File: config.mk
export PLATFORM = sky130hd
export DESIGN_NAME = gpib_device_if
export DESIGN_NICKNAME = d
export VERILOG_FILES = /design/src/include/gpib_pkg.sv /design/src/bus_source.sv /design/src/gpib_device_if.sv
export SDC_FILE = /design/constraint.sdc
export NUM_CORES = 1
export LEC_CHECK = 0
export ABC_AREA = 1
export BUFFER_PORTS_ARGS = -buffer_cell sky130_fd_sc_hd__buf_2
export CELL_PAD_IN_SITES_DETAIL_PLACEMENT = 0
export CELL_PAD_IN_SITES_GLOBAL_PLACEMENT = 1
export CORE_MARGIN = 3
export CORE_UTILIZATION = 25
export CTS_CLUSTER_SIZE = 10
export DETAILED_ROUTE_END_ITERATION = 8
export GPL_TIMING_DRIVEN = 0
export PLACE_DENSITY_LB_ADDON = 0.1
export SLEW_MARGIN = 20
export SYNTH_ARGS = -nofsm -noshare
export SYNTH_HDL_FRONTEND = slang
export SYNTH_HIERARCHICAL = 1
export SYNTH_SLANG_ARGS = --single-unit
File: constraint.sdc
create_clock -name MCLK -period 1.9 [get_ports MCLK]
set_input_delay 0.38 -clock MCLK [delete_from_list [all_inputs] [get_ports MCLK]]
set_output_delay 0.38 -clock MCLK [all_outputs]
set_load 0.01 [all_outputs]
File: src/include/gpib_pkg.sv
// Shared constants and types for the instrument bus device interface.
`default_nettype none
package gpib_pkg;
	// Clock and handshake timing.
	localparam int CLK_PERIOD_NS = 20;
	localparam int SETTLE_NS = 2000;
	localparam int SETTLE_W = 7;
	localparam logic [SETTLE_W-1:0] SETTLE_CYCLES =
		SETTLE_W'((SETTLE_NS + CLK_PERIOD_NS - 1) / CLK_PERIOD_NS);
	// Address field on bits 4 to 0; command groups on bits 6 to 5 or 6 to 4 of a command byte.
	localparam logic [4:0] MAX_ADDR = 5'h1E;
	localparam logic [4:0] UNADDR = 5'h1F;
	localparam logic [1:0] GRP_LISTEN = 2'h1;
	localparam logic [1:0] GRP_TALK = 2'h2;
	localparam logic [2:0] GRP_ADDRESSED = 3'h0;
	localparam logic [2:0] GRP_UNIVERSAL = 3'h1;
	// Command bytes.
	localparam logic [7:0] CMD_GTL = 8'h01;
	localparam logic [7:0] CMD_SDC = 8'h04;
	localparam logic [7:0] CMD_LLO = 8'h11;
	localparam logic [7:0] CMD_DCL = 8'h14;
	localparam logic [7:0] CMD_SPE = 8'h18;
	localparam logic [7:0] CMD_SPD = 8'h19;
	// Status byte layout.
	localparam int RQS_BIT = 6;
	// Values after reset.
	localparam logic POWERUP_REQ_RESET = 1'b1;
	typedef enum logic [1:0] {AH_IDLE, AH_READY, AH_HOLD} accept_state_t;
	typedef enum logic [1:0] {SRC_IDLE, SRC_SETTLE, SRC_WAIT} source_state_t;
endpackage
`default_nettype wire

File: src/bus_source.sv
// Three-wire source handshake that puts one byte at a time on the bus.
`timescale 1ns/10ps
`default_nettype none
module bus_source
	import gpib_pkg::*;
(
	// Clock and reset
	input wire logic clk,
	input wire logic rst_n,
	// Byte to send
	input wire logic enable,
	input wire logic valid,
	input wire logic [7:0] data,
	input wire logic last,
	output logic done,
	// Bus side, wire levels active low
	input wire logic nrfd_n_i,
	input wire logic ndac_n_i,
	output logic [7:0] dio_oe,
	output logic dav_oe,
	output logic eoi_oe
);
	source_state_t state, next_state;
	logic [SETTLE_W-1:0] cnt, next_cnt;
	logic [7:0] next_dio_oe;
	logic next_dav_oe, next_eoi_oe, next_done;

	////////////////////////////////////////////////////////////////////////
	always_comb
	begin
		next_state = state;
		next_cnt = cnt;
		next_dio_oe = dio_oe;
		next_dav_oe = dav_oe;
		next_eoi_oe = eoi_oe;
		next_done = 1'b0;
		case (state)
			SRC_IDLE:
			begin
				// The done gap lets the user drop valid before a retake.
				if (enable && valid && !done && nrfd_n_i && !ndac_n_i)
				begin
					next_dio_oe = data;
					next_eoi_oe = last;
					next_cnt = SETTLE_CYCLES - SETTLE_W'(1);
					next_state = SRC_SETTLE;
				end
			end
			SRC_SETTLE:
			begin
				if (cnt == '0)
				begin
					next_dav_oe = 1'b1;
					next_state = SRC_WAIT;
				end
				else
				begin
					next_cnt = cnt - SETTLE_W'(1);
				end
			end
			default:
			begin
				if (ndac_n_i)
				begin
					next_dav_oe = 1'b0;
					next_dio_oe = 8'h00;
					next_eoi_oe = 1'b0;
					next_done = 1'b1;
					next_state = SRC_IDLE;
				end
			end
		endcase
		// Losing the talk role drops the bus at once, mid-byte or not.
		if (!enable)
		begin
			next_state = SRC_IDLE;
			next_dio_oe = 8'h00;
			next_dav_oe = 1'b0;
			next_eoi_oe = 1'b0;
			next_done = 1'b0;
		end
	end

	always_ff @(posedge clk or negedge rst_n)
	begin
		if (!rst_n)
		begin
			state <= SRC_IDLE;
			cnt <= '0;
			dio_oe <= 8'h00;
			dav_oe <= 1'b0;
			eoi_oe <= 1'b0;
			done <= 1'b0;
		end
		else
		begin
			state <= next_state;
			cnt <= next_cnt;
			dio_oe <= next_dio_oe;
			dav_oe <= next_dav_oe;
			eoi_oe <= next_eoi_oe;
			done <= next_done;
		end
	end
endmodule // bus_source
`default_nettype wire

File: src/gpib_device_if.sv
// Instrument-side interface to the general purpose instrument bus.
//
// Notes on behaviour
// - Own address 0..30 selects talker or listener.
// - Attention off: bytes are device data.
// - Attention on: data byte is interface command.
// - Universal always; addressed commands only when listener.
// - Uni-line messages use five management lines.
// - Errors or completion raise service request; polled.
// - Unlisten idles listener; untalk idles talker.
// - Interface clear idles roles, flushes buffers.
// - Serial poll enable sends status; disable restores.
// - Device clear flushes, drops non-power-up request.
`timescale 1ns/10ps
`default_nettype none
module gpib_device_if
	import gpib_pkg::*;
(
	// Clock and reset
	input wire logic MCLK,
	input wire logic RST_N,
	// Address select switches
	input wire logic [4:0] MY_ADDR,
	// Bus lines, wire levels active low
	input wire logic [7:0] DIO_N_I,
	output logic [7:0] DIO_N_O,
	output logic [7:0] DIO_N_OE,
	input wire logic DAV_N_I,
	output logic DAV_N_O,
	output logic DAV_N_OE,
	input wire logic NRFD_N_I,
	output logic NRFD_N_O,
	output logic NRFD_N_OE,
	input wire logic NDAC_N_I,
	output logic NDAC_N_O,
	output logic NDAC_N_OE,
	input wire logic EOI_N_I,
	output logic EOI_N_O,
	output logic EOI_N_OE,
	output logic SRQ_N_O,
	output logic SRQ_N_OE,
	input wire logic ATN_N_I,
	input wire logic IFC_N_I,
	input wire logic REN_N_I,
	// Received device data
	output logic [7:0] RX_DATA,
	output logic RX_VALID,
	output logic RX_END,
	// Data to send
	input wire logic [7:0] TX_DATA,
	input wire logic TX_VALID,
	input wire logic TX_END,
	output logic TX_ACK,
	// Instrument status and events
	input wire logic [5:0] STATUS,
	input wire logic SVC_EVENT,
	output logic TALKER,
	output logic LISTENER,
	output logic SERIAL_POLL,
	output logic REMOTE,
	output logic LOCKOUT,
	output logic SRQ_PENDING,
	output logic DEV_CLEAR,
	output logic IF_CLEAR
);
	accept_state_t ah, next_ah;
	logic atn, ifc, ren, dav, eoi, take, addr_ok, src_enable, src_done;
	logic [7:0] cmd, poll_byte, src_data;
	logic [7:0] next_rx_data;
	logic next_rx_valid, next_rx_end, next_talker, next_listener;
	logic next_spoll, next_remote, next_lockout, next_dev_clear;
	logic next_if_clear, srq_pend, next_srq_pend, pwr_pend, next_pwr_pend;
	logic nrfd_oe, next_nrfd_oe, ndac_oe, next_ndac_oe, next_srq_oe, pull;
	assign atn = ~ATN_N_I;
	assign ifc = ~IFC_N_I;
	assign ren = ~REN_N_I;
	assign dav = ~DAV_N_I;
	assign eoi = ~EOI_N_I;
	assign cmd = ~DIO_N_I;
	assign addr_ok = (MY_ADDR <= MAX_ADDR);
	////////////////////////////////////////////////////////////////////////
	// Acceptor handshake and command decoding.
	always_comb
	begin
		next_ah = ah;
		take = 1'b0;
		next_rx_data = RX_DATA;
		next_rx_valid = 1'b0;
		next_rx_end = RX_END;
		next_talker = TALKER;
		next_listener = LISTENER;
		next_spoll = SERIAL_POLL;
		next_remote = REMOTE;
		next_lockout = LOCKOUT;
		next_dev_clear = 1'b0;
		next_if_clear = 1'b0;
		next_srq_pend = srq_pend;
		next_pwr_pend = pwr_pend;
		// Every device joins the handshake while attention is on.
		case (ah)
			AH_IDLE:
			begin
				if (atn || LISTENER)
				begin
					next_ah = AH_READY;
				end
			end
			AH_READY:
			begin
				if (!(atn || LISTENER))
				begin
					next_ah = AH_IDLE;
				end
				else if (dav)
				begin
					take = 1'b1;
					next_ah = AH_HOLD;
				end
			end
			default:
			begin
				if (!dav)
				begin
					next_ah = (atn || LISTENER) ? AH_READY : AH_IDLE;
				end
			end
		endcase
		if (take && atn)
		begin
			if (cmd[6:5] == GRP_LISTEN)
			begin
				if (cmd[4:0] == UNADDR)
				begin
					next_listener = 1'b0;
				end
				else if (addr_ok && cmd[4:0] == MY_ADDR)
				begin
					next_listener = 1'b1;
					next_talker = 1'b0;
					next_remote = REMOTE | ren;
				end
			end
			else if (cmd[6:5] == GRP_TALK)
			begin
				// Another talk address takes the talk role from us.
				next_talker = addr_ok && cmd[4:0] == MY_ADDR;
				if (addr_ok && cmd[4:0] == MY_ADDR)
				begin
					next_listener = 1'b0;
				end
			end
			else if (cmd[6:4] == GRP_UNIVERSAL)
			begin
				if (cmd[6:0] == CMD_DCL[6:0])
				begin
					next_dev_clear = 1'b1;
				end
				else if (cmd[6:0] == CMD_LLO[6:0])
				begin
					next_lockout = 1'b1;
				end
				else if (cmd[6:0] == CMD_SPE[6:0])
				begin
					next_spoll = 1'b1;
				end
				else if (cmd[6:0] == CMD_SPD[6:0])
				begin
					next_spoll = 1'b0;
				end
			end
			else if (cmd[6:4] == GRP_ADDRESSED && LISTENER)
			begin
				if (cmd[6:0] == CMD_SDC[6:0])
				begin
					next_dev_clear = 1'b1;
				end
				else if (cmd[6:0] == CMD_GTL[6:0])
				begin
					next_remote = 1'b0;
				end
			end
		end
		else if (take && LISTENER)
		begin
			next_rx_data = cmd;
			next_rx_valid = 1'b1;
			next_rx_end = eoi;
		end
		if (next_dev_clear)
		begin
			next_srq_pend = 1'b0;
		end
		// A poll answered clears the request; a new event still wins.
		if (src_done && SERIAL_POLL)
		begin
			next_srq_pend = 1'b0;
			next_pwr_pend = 1'b0;
		end
		if (SVC_EVENT)
		begin
			next_srq_pend = 1'b1;
		end
		if (!ren)
		begin
			next_remote = 1'b0;
			next_lockout = 1'b0;
		end
		// Interface clear touches the interface only, never settings.
		if (ifc)
		begin
			next_talker = 1'b0;
			next_listener = 1'b0;
			next_spoll = 1'b0;
			next_rx_valid = 1'b0;
			next_if_clear = 1'b1;
			next_ah = AH_IDLE;
		end
		next_nrfd_oe = (next_ah == AH_HOLD);
		next_ndac_oe = (next_ah == AH_READY);
		next_srq_oe = next_srq_pend | next_pwr_pend;
	end
	always_ff @(posedge MCLK or negedge RST_N)
	begin
		if (!RST_N)
		begin
			ah <= AH_IDLE;
			RX_DATA <= 8'h00;
			RX_VALID <= 1'b0;
			RX_END <= 1'b0;
			TALKER <= 1'b0;
			LISTENER <= 1'b0;
			SERIAL_POLL <= 1'b0;
			REMOTE <= 1'b0;
			LOCKOUT <= 1'b0;
			DEV_CLEAR <= 1'b0;
			IF_CLEAR <= 1'b0;
			srq_pend <= 1'b0;
			pwr_pend <= POWERUP_REQ_RESET;
			nrfd_oe <= 1'b0;
			ndac_oe <= 1'b0;
			SRQ_N_OE <= POWERUP_REQ_RESET;
			SRQ_PENDING <= POWERUP_REQ_RESET;
			pull <= 1'b0;
		end
		else
		begin
			ah <= next_ah;
			RX_DATA <= next_rx_data;
			RX_VALID <= next_rx_valid;
			RX_END <= next_rx_end;
			TALKER <= next_talker;
			LISTENER <= next_listener;
			SERIAL_POLL <= next_spoll;
			REMOTE <= next_remote;
			LOCKOUT <= next_lockout;
			DEV_CLEAR <= next_dev_clear;
			IF_CLEAR <= next_if_clear;
			srq_pend <= next_srq_pend;
			pwr_pend <= next_pwr_pend;
			nrfd_oe <= next_nrfd_oe;
			ndac_oe <= next_ndac_oe;
			SRQ_N_OE <= next_srq_oe;
			SRQ_PENDING <= next_srq_oe;
			pull <= 1'b0;
		end
	end
	assign NRFD_N_OE = nrfd_oe;
	assign NDAC_N_OE = ndac_oe;
	// Open-drain lines only ever pull low.
	assign DIO_N_O = {8{pull}};
	assign DAV_N_O = pull;
	assign NRFD_N_O = pull;
	assign NDAC_N_O = pull;
	assign EOI_N_O = pull;
	assign SRQ_N_O = pull;
	////////////////////////////////////////////////////////////////////////
	// Talker: status byte while polled, else user data.
	assign poll_byte = {1'b0, SRQ_PENDING, STATUS};
	assign src_data = SERIAL_POLL ? poll_byte : TX_DATA;
	assign src_enable = TALKER && !atn && !ifc;
	assign TX_ACK = src_done && !SERIAL_POLL;
	bus_source u_source (
		.clk(MCLK),
		.rst_n(RST_N),
		.enable(src_enable),
		.valid(SERIAL_POLL | TX_VALID),
		.data(src_data),
		.last(!SERIAL_POLL && TX_END),
		.done(src_done),
		.nrfd_n_i(NRFD_N_I),
		.ndac_n_i(NDAC_N_I),
		.dio_oe(DIO_N_OE),
		.dav_oe(DAV_N_OE),
		.eoi_oe(EOI_N_OE)
	);
endmodule // gpib_device_if
`default_nettype wire

==> summary.md, run 1 <==
| Metric | Value |
|---|---|
| Initial antenna violation count | 0 |
| Part of the cycle the worst path needs | 0.8690 |
| Root Buffer | clkbuf_8 |
| Commonest non-fill, non-tap cell in the layout | nand2_1 |
| Antenna diodes | 0 |
| Clock Latency Late Sink | 290 ps |
| Register area share after synthesis | 0.4358 |
| Syn Area/Cell | 7.651 µm² |
| Ports | 84 |
| Pre-CTS setup slack | -61.78 ps |
| CTS tree | built |
| Cell count after synthesis | between 300 and 400 |
| Final nets | 460 |
| Logic pwr share | 0.162 |
| Fmax | ~600 MHz |
| CP max-delay cell | dfrtp_1 |
| Most frequent cells in the layout | 107 x nand2_1, 69 x buf_2, 42 x dfrtp_1 |
| Vias in the first global route | around 2200 |
| RSZ-0062 raised after global routing | false |
| PortBufs | approximately 70 |
| Type of the tightest min-delay check | in2async |
| P&R area growth vs syn | 25.69% |
| Post-CTS Resized | 0 |
| Crit-path max cell delay | 370 ps |
| Worst Setup Path Type | reg2reg |
| WP data required | about 2100 ps |
| Setup slack after layout | about 250 ps |
| Layout cell share with drive strength beyond 1 | 0.3190 |
| Switching pwr | between 500 and 600 µW |
| Maximum clock path buffer count | 2 |
| Hold WS | about 86 ps |
| Post-CTS setup buffers | 0 |
| Residual DRC count | 0 |
| Pint | 1416 µW |
| Maximum vdd drop | 276.4 µV |
| Startpoint type of the worst setup path | register |
| Hold-fix buffers, CTS | 0 |
| Clk pwr share | 0.316 |
| Critical path peak fanout | 10 |
| Die width | between 100 and 150 µm |
| Sw Ratio | 0.2730 |
| Global-route wire length before repair | 10660 µm |
| Synthesized area | roughly 2500 µm² |
| DR WL/cell | roughly 11 µm |
| Die ar. | 11370 µm² |
| GPL Wtd Cong | 0.7497 |
| Routed WL | around 6400 µm |
| Kind of cell adding the most delay to the critical path | simple AND/OR/NAND/NOR gates |
| Worst slew pin tran | approximately 600 ps |
| Die height | around 110 µm |
| Overflow after GRT | 0 |
| Clk sinks | 44 |
| Total track usage | 0.1177 |
| Initial DRC count | 55 |
| Vias | around 2200 |
| Max-cap violations | 0 |
| Synth unique cells | 41 |
| Remaining antenna violation count after routing | 0 |
| Row cnt | 36 |
| Critical Path AT | between 1500 and 2000 ps |
| Min cycle time layout | ~1700 ps |
| Static leakage | 0.001719 µW |
| Cells after DPL | approximately 550 |
| Clock skew | 6.431 ps |
| Outcome | completed |
| Seq cells post-synth | between 40 and 50 |
| H-tree Lvls | 2 |
| Final setup viols | 0 |
| Clock-pin slew on the worst setup and hold paths | 90 ps |
| Sequential share of power | 0.522 |
| Via density | just under 4 |
| Largest net degree at the start of global routing | 45 |
| First-pass detailed-route iteration total | 4 |
| Worst setup EP type | register |
| Num CTS Buffers | 5 |
| Worst path cell trace | nand2_1, nor2_1, nand2_2, o21ai_4, nand2_4, buf_8, nand3_2, inv_2 |
| Buffers & Inverters on Critical Path | 2 |
| Headroom to the max-slew limit | 0.6103 |
| YS warnings | 6 |
| HPWL Detailed | ~4800 µm |
| Post-route non-filler standard cell count | approximately 550 |
| Final hold violation count | 0 |
| CORE AREA | 9819 µm² |
| Starting Density | 0.2579 |
| Slew Viols, Final | 0 |
| Pwr Density | a little over 600 nW/µm² |
## cells in the mapped netlist
library cell,number,share of area
dfstp_2,2,0.021
or2_2,1,0.0025
xnor2_1,2,0.0069
nand2_2,6,0.015
nand3_2,2,0.0079
nand3_1,14,0.028
or2_0,1,0.0025
clkinv_1,1,0.0015
inv_2,7,0.010
a21boi_2,1,0.0044
nor3_1,4,0.0079
xor2_1,2,0.0069
buf_2,1,0.0020
nand3_4,1,0.0069
or2_1,1,0.0025
nand3b_1,1,0.0030
nor2_4,1,0.0044
a22oi_2,1,0.0049
a21oi_1,4,0.0079
conb_1,1,0.0015
nor2_1,33,0.049
nor4_2,1,0.0049
inv_1,33,0.049
nand4_1,5,0.012
nand2_4,1,0.0044
o21ai_1,11,0.022
o21ai_4,1,0.0064
clkinv_4,1,0.0035
o21ai_2,9,0.031
o21ai_0,5,0.0099
a21boi_0,1,0.0030
clkbuf_1,1,0.0015
ha_1,2,0.0099
dfrtp_1,42,0.42
o211ai_1,1,0.0030
nor2_2,5,0.012
nand2_1,107,0.16
a31oi_1,1,0.0025
o21bai_2,1,0.0044
buf_8,1,0.0059
buf_4,15,0.044
## final timing paths
kind	from	end	slack, ps	depth (start not counted)
min in group MCLK	REN_N_I	LOCKOUT	240	2
max	TALKER	u_source/state[1]	250	8
min reg2reg	u_source/dav_oe	u_source/dav_oe	480	2
max in group asynchronous	RST_N	TALKER	1420	1
min	RST_N	u_source/dio_oe[0]	90	1
max reg2reg	TALKER	u_source/state[1]	250	8
## area by class of cell
class	instances	area, µm²
Buffer	18	137.6
Clock buffer	8	90.09
Fill cell	1131	6636
Inverter	42	162.7
Multi-Input combinational cell	239	1175
Sequential cell	44	1104
Tap cell	133	166.4
Timing Repair Buffer	69	347.8
## stage by stage
stage | util | instance area [µm²] | setup TNS, ps | power, µW
5_1_grt | 0.3242 | 3183 | 0 | 2082
2_1_floorplan | - | 2577 | 0 | 1206
3_5_place_dp | 0.3146 | 3089 | -453.8 | 1356
4_1_cts | 0.3238 | 3179 | 0 | 2002
3_3_place_gp | 0.3146 | 3089 | -679.0 | 1355
6_report | 0.3242 | 3183 | 0 | 1948
## flip-flops by register name, indices dropped and copies added (netlist names), 2 cells and up
register,flops
RX_DATA,8
ah,2
u_source/cnt,7
u_source/dio_oe,8
u_source/state,2
## metal layers
metal / global-route usage / routed length, µm
met1: 0.1523 / 2927
met2: 0.1978 / 3046
met3: 0.02769 / 344
met4: 0.03014 / 38
met5: 0 / 0
## power by group through the flow
stage | clock network [µW] | logic [µW] | registers [µW]
floorplan | 0 | 149 | 1060
global placement | 0 | 322 | 1030
global route | 700 | 359 | 1020
detailed placement | 0 | 322 | 1030
finish | 616 | 316 | 1020
CTS | 662 | 323 | 1020
## cells by family (layout without fill, tap and decap cells)
logic type	count (synthesis)	in the layout	share of synthesized area
AND/OR/NAND/NOR	184	184	0.3217
buffers and inverters	60	137	0.1181
flip-flops	44	44	0.4358
AO/OA/AOI/OAI	36	36	0.09931
XOR/XNOR	4	4	0.01384
adder cells (fa/ha/maj)	2	2	0.009880
other	1	13	0.001481
Note: power is estimated with default switching activity, not from simulation.
==> run 2: changes to the inputs <==
- CELL_PAD_IN_SITES_DETAIL_PLACEMENT: 0 -> 1
- RECOVER_POWER: unset -> 50
- clock period: 1.9 -> 1.78 ns (I/O delays scaled with it)
==> summary.md, run 2 (same netlist as run 1, synthesis figures left out) <==
| Metric | Value |
|---|---|
| Filler instances | 1266 (+12%) |
| RR Startpoint | SERIAL_POLL |
| Maximum vdd drop | 289.0 µV (+4.5%) |
| DR WL/cell | 12.52 µm (+8.9%) |
| Worst setup EP type | output port |
| FF/Latch Area | 1104 µm² (unchanged) |
| Final setup viols | 0 (unchanged) |
| Pwr Density | 707.2 nW/µm² (+16%) |
| Fmax | 626.4 MHz |
| Largest net degree at the start of global routing | 45 (unchanged) |
| GPL Wtd Cong | 0.7497 (unchanged) |
| Slew Viols, Final | 0 (unchanged) |
| First-pass detailed-route iteration total | 4 (unchanged) |
| Via density | 4.121 (+3.6%) |
| Routed WL | 6923 µm (+8.9%) |
| H-tree Lvls | 2 (unchanged) |
| Post-CTS setup buffers | 0 (unchanged) |
| Most frequent cells in the layout | 106 x nand2_1, 59 x buf_2, 42 x dfrtp_1 |
| Post-layout power | 2265 µW (+16%) |
| Die width | 106.6 µm (unchanged) |
| Logic pwr share | 0.147 (-0.015) |
| Maximum clock path buffer count | 2 (unchanged) |
| Clk pwr share | 0.375 (+0.059) |
| Starting Density | 0.2579 (unchanged) |
| Num CTS Buffers | 5 (unchanged) |
| Clk sinks | 44 (unchanged) |
| Hold path startpoint | REN_N_I |
| Die height | 106.6 µm (unchanged) |
| Row cnt | 36 (unchanged) |
| Initial DRC count | 39 (-29%) |
| Global-route wire length before repair | 11940 µm (+12%) |
| Headroom to the max-slew limit | 0.2278 (-0.3825) |
| Antenna diodes | 0 (unchanged) |
| Worst Setup Path Type | reg2out |
| Remaining antenna violation count after routing | 0 (unchanged) |
| Largest regs | RX_DATA: 8 flops, u_source/dio_oe: 8 flops, u_source/cnt: 7 flops |
| Type of the tightest min-delay check | in2reg |
| Sequential share of power | 0.479 (-0.043) |
| Final hold violation count | 0 (unchanged) |
| Setup TNS | 0 ps (unchanged) |
| Reg2reg setup slack | 190 ps (-60 ps) |
| WP data required | 1420 ps (-680 ps) |
| Hold endpoint | LOCKOUT |
| Depth of the worst register-to-register path | 7 (-1) |
| Switching pwr | 584.4 µW (+9.9%) |
| Outcome | completed |
| Residual DRC count | 0 (unchanged) |
| Worst slew pin tran | 1158 ps (+573.8 ps) |
| Initial antenna violation count | 0 (unchanged) |
| Part of the cycle the worst path needs | 0.8969 |
| Cells after DPL | 545 (unchanged) |
| Ports | 84 (unchanged) |
| Hold path depth | 2 |
| Hold WS | 221.1 ps (+135.3 ps) |
| Max-cap violations | 0 (unchanged) |
| Finished Core Util | 0.3262 (+0.002039) |
| CORE AREA | 9819 µm² (unchanged) |
| Vias | 2279 (+3.6%) |
| Multi-input gate area | 1174 µm² (-0.11%) |
| Static leakage | 0.001698 µW (-1.3%) |
| CTS tree | built |
| Post-route non-filler standard cell count | 553 (unchanged) |
| Commonest non-fill, non-tap cell in the layout | nand2_1 |
| Critical path peak fanout | 10 (unchanged) |
| Pint | 1681 µW (+19%) |
| P&R area growth vs syn | 26.48% |
| Min cycle time layout | about 1600 ps |
| Sw Ratio | 0.2580 (-0.01500) |
| Clock skew | 7.528 ps (+1.097 ps) |
| Critical Path AT | 1240 ps (-610 ps) |
| Root Buffer | clkbuf_8 |
| Layout cell share with drive strength beyond 1 | 0.2976 (-0.02143) |
| Total track usage | 0.1287 (+0.01099) |
| HPWL Detailed | 5324 µm (+10%) |
| Die ar. | 11370 µm² (unchanged) |
| Clock Latency Late Sink | 290 ps (about the same) |
| Vias in the first global route | 2450 (+11%) |
| Hold-fix buffers, CTS | 0 (unchanged) |
| Clock-pin slew on the worst setup and hold paths | 90 ps (about the same) |
| Overflow after GRT | 0 (unchanged) |
| PortBufs | 69 (unchanged) |
| Startpoint type of the worst setup path | register |
| Final nets | 460 (unchanged) |
| R2r endpoint | u_source/cnt[2] |
| RSZ-0062 raised after global routing | false |
## run 2: cell types whose count changed in the layout (fill, tap and decap cells not counted), sizes merged
cell    before  now
bufinv       0    1
clkbuf       9   19
buf         86   75
## run 2: worst max path at each step
stage	from	end	depth (start not counted)
4_1_cts	TALKER	u_source/cnt[4]	9
3_3_place_gp	IFC_N_I	u_source/state[1]	9
3_5_place_dp	IFC_N_I	u_source/cnt[4]	10
5_1_grt	SERIAL_POLL	u_source/cnt[1]	6
2_1_floorplan	TALKER	u_source/state[1]	8
6_report	SERIAL_POLL	TX_ACK	3
## run 2: repair_timing
item,in CTS,in global routing
resized for setup,1,3
cloned,0,0
endpoints found under the setup margin,1,15
## run 2: power groups by stage
stage / clock network (µW) / registers [µW] / logic, µW
2_1_floorplan: 0 / 1130 / 159
3_3_place_gp: 0 / 1100 / 343
3_5_place_dp: 0 / 1100 / 349
4_1_cts: 907 / 1090 / 349
5_1_grt: 932 / 1090 / 380
6_report: 849 / 1080 / 332
## run 2: stage by stage
stage               cell area, µm²  setup slack [ps]
detailed placement            3089            -204.1
CTS                           3217             82.89
floorplan                     2577             295.5
finish                        3203             183.5
global placement              3089            -167.3
global route                  3203             8.195
## run 2: area by class of cell
type	instances	area share
well taps	133	0.05195
clock buffers	7	0.03008
clock inverters	1	0.009375
flip-flops and latches	44	0.3445
repair buffers	69	0.1039
inverters	42	0.05078
multi-input cells	239	0.3664
plain buffers	18	0.04297
## run 2: layer usage
layer	part of all wire	wire length, µm	vias to the layer above	GRT usage
li1	-	-	1173	-
met1	0.47	3222	1054	0.1626
met2	0.48	3313	48	0.2244
met3	0.048	335	4	0.02830
met4	0.0074	51	0	0.02922
met5	0	0	-	0
## run 2: worst max-delay path, cell delays in order (launching register included)
cell,delay [ps]
dfrtp_1,450
clkbuf_2,230
nor2_1,130
buf_2,140
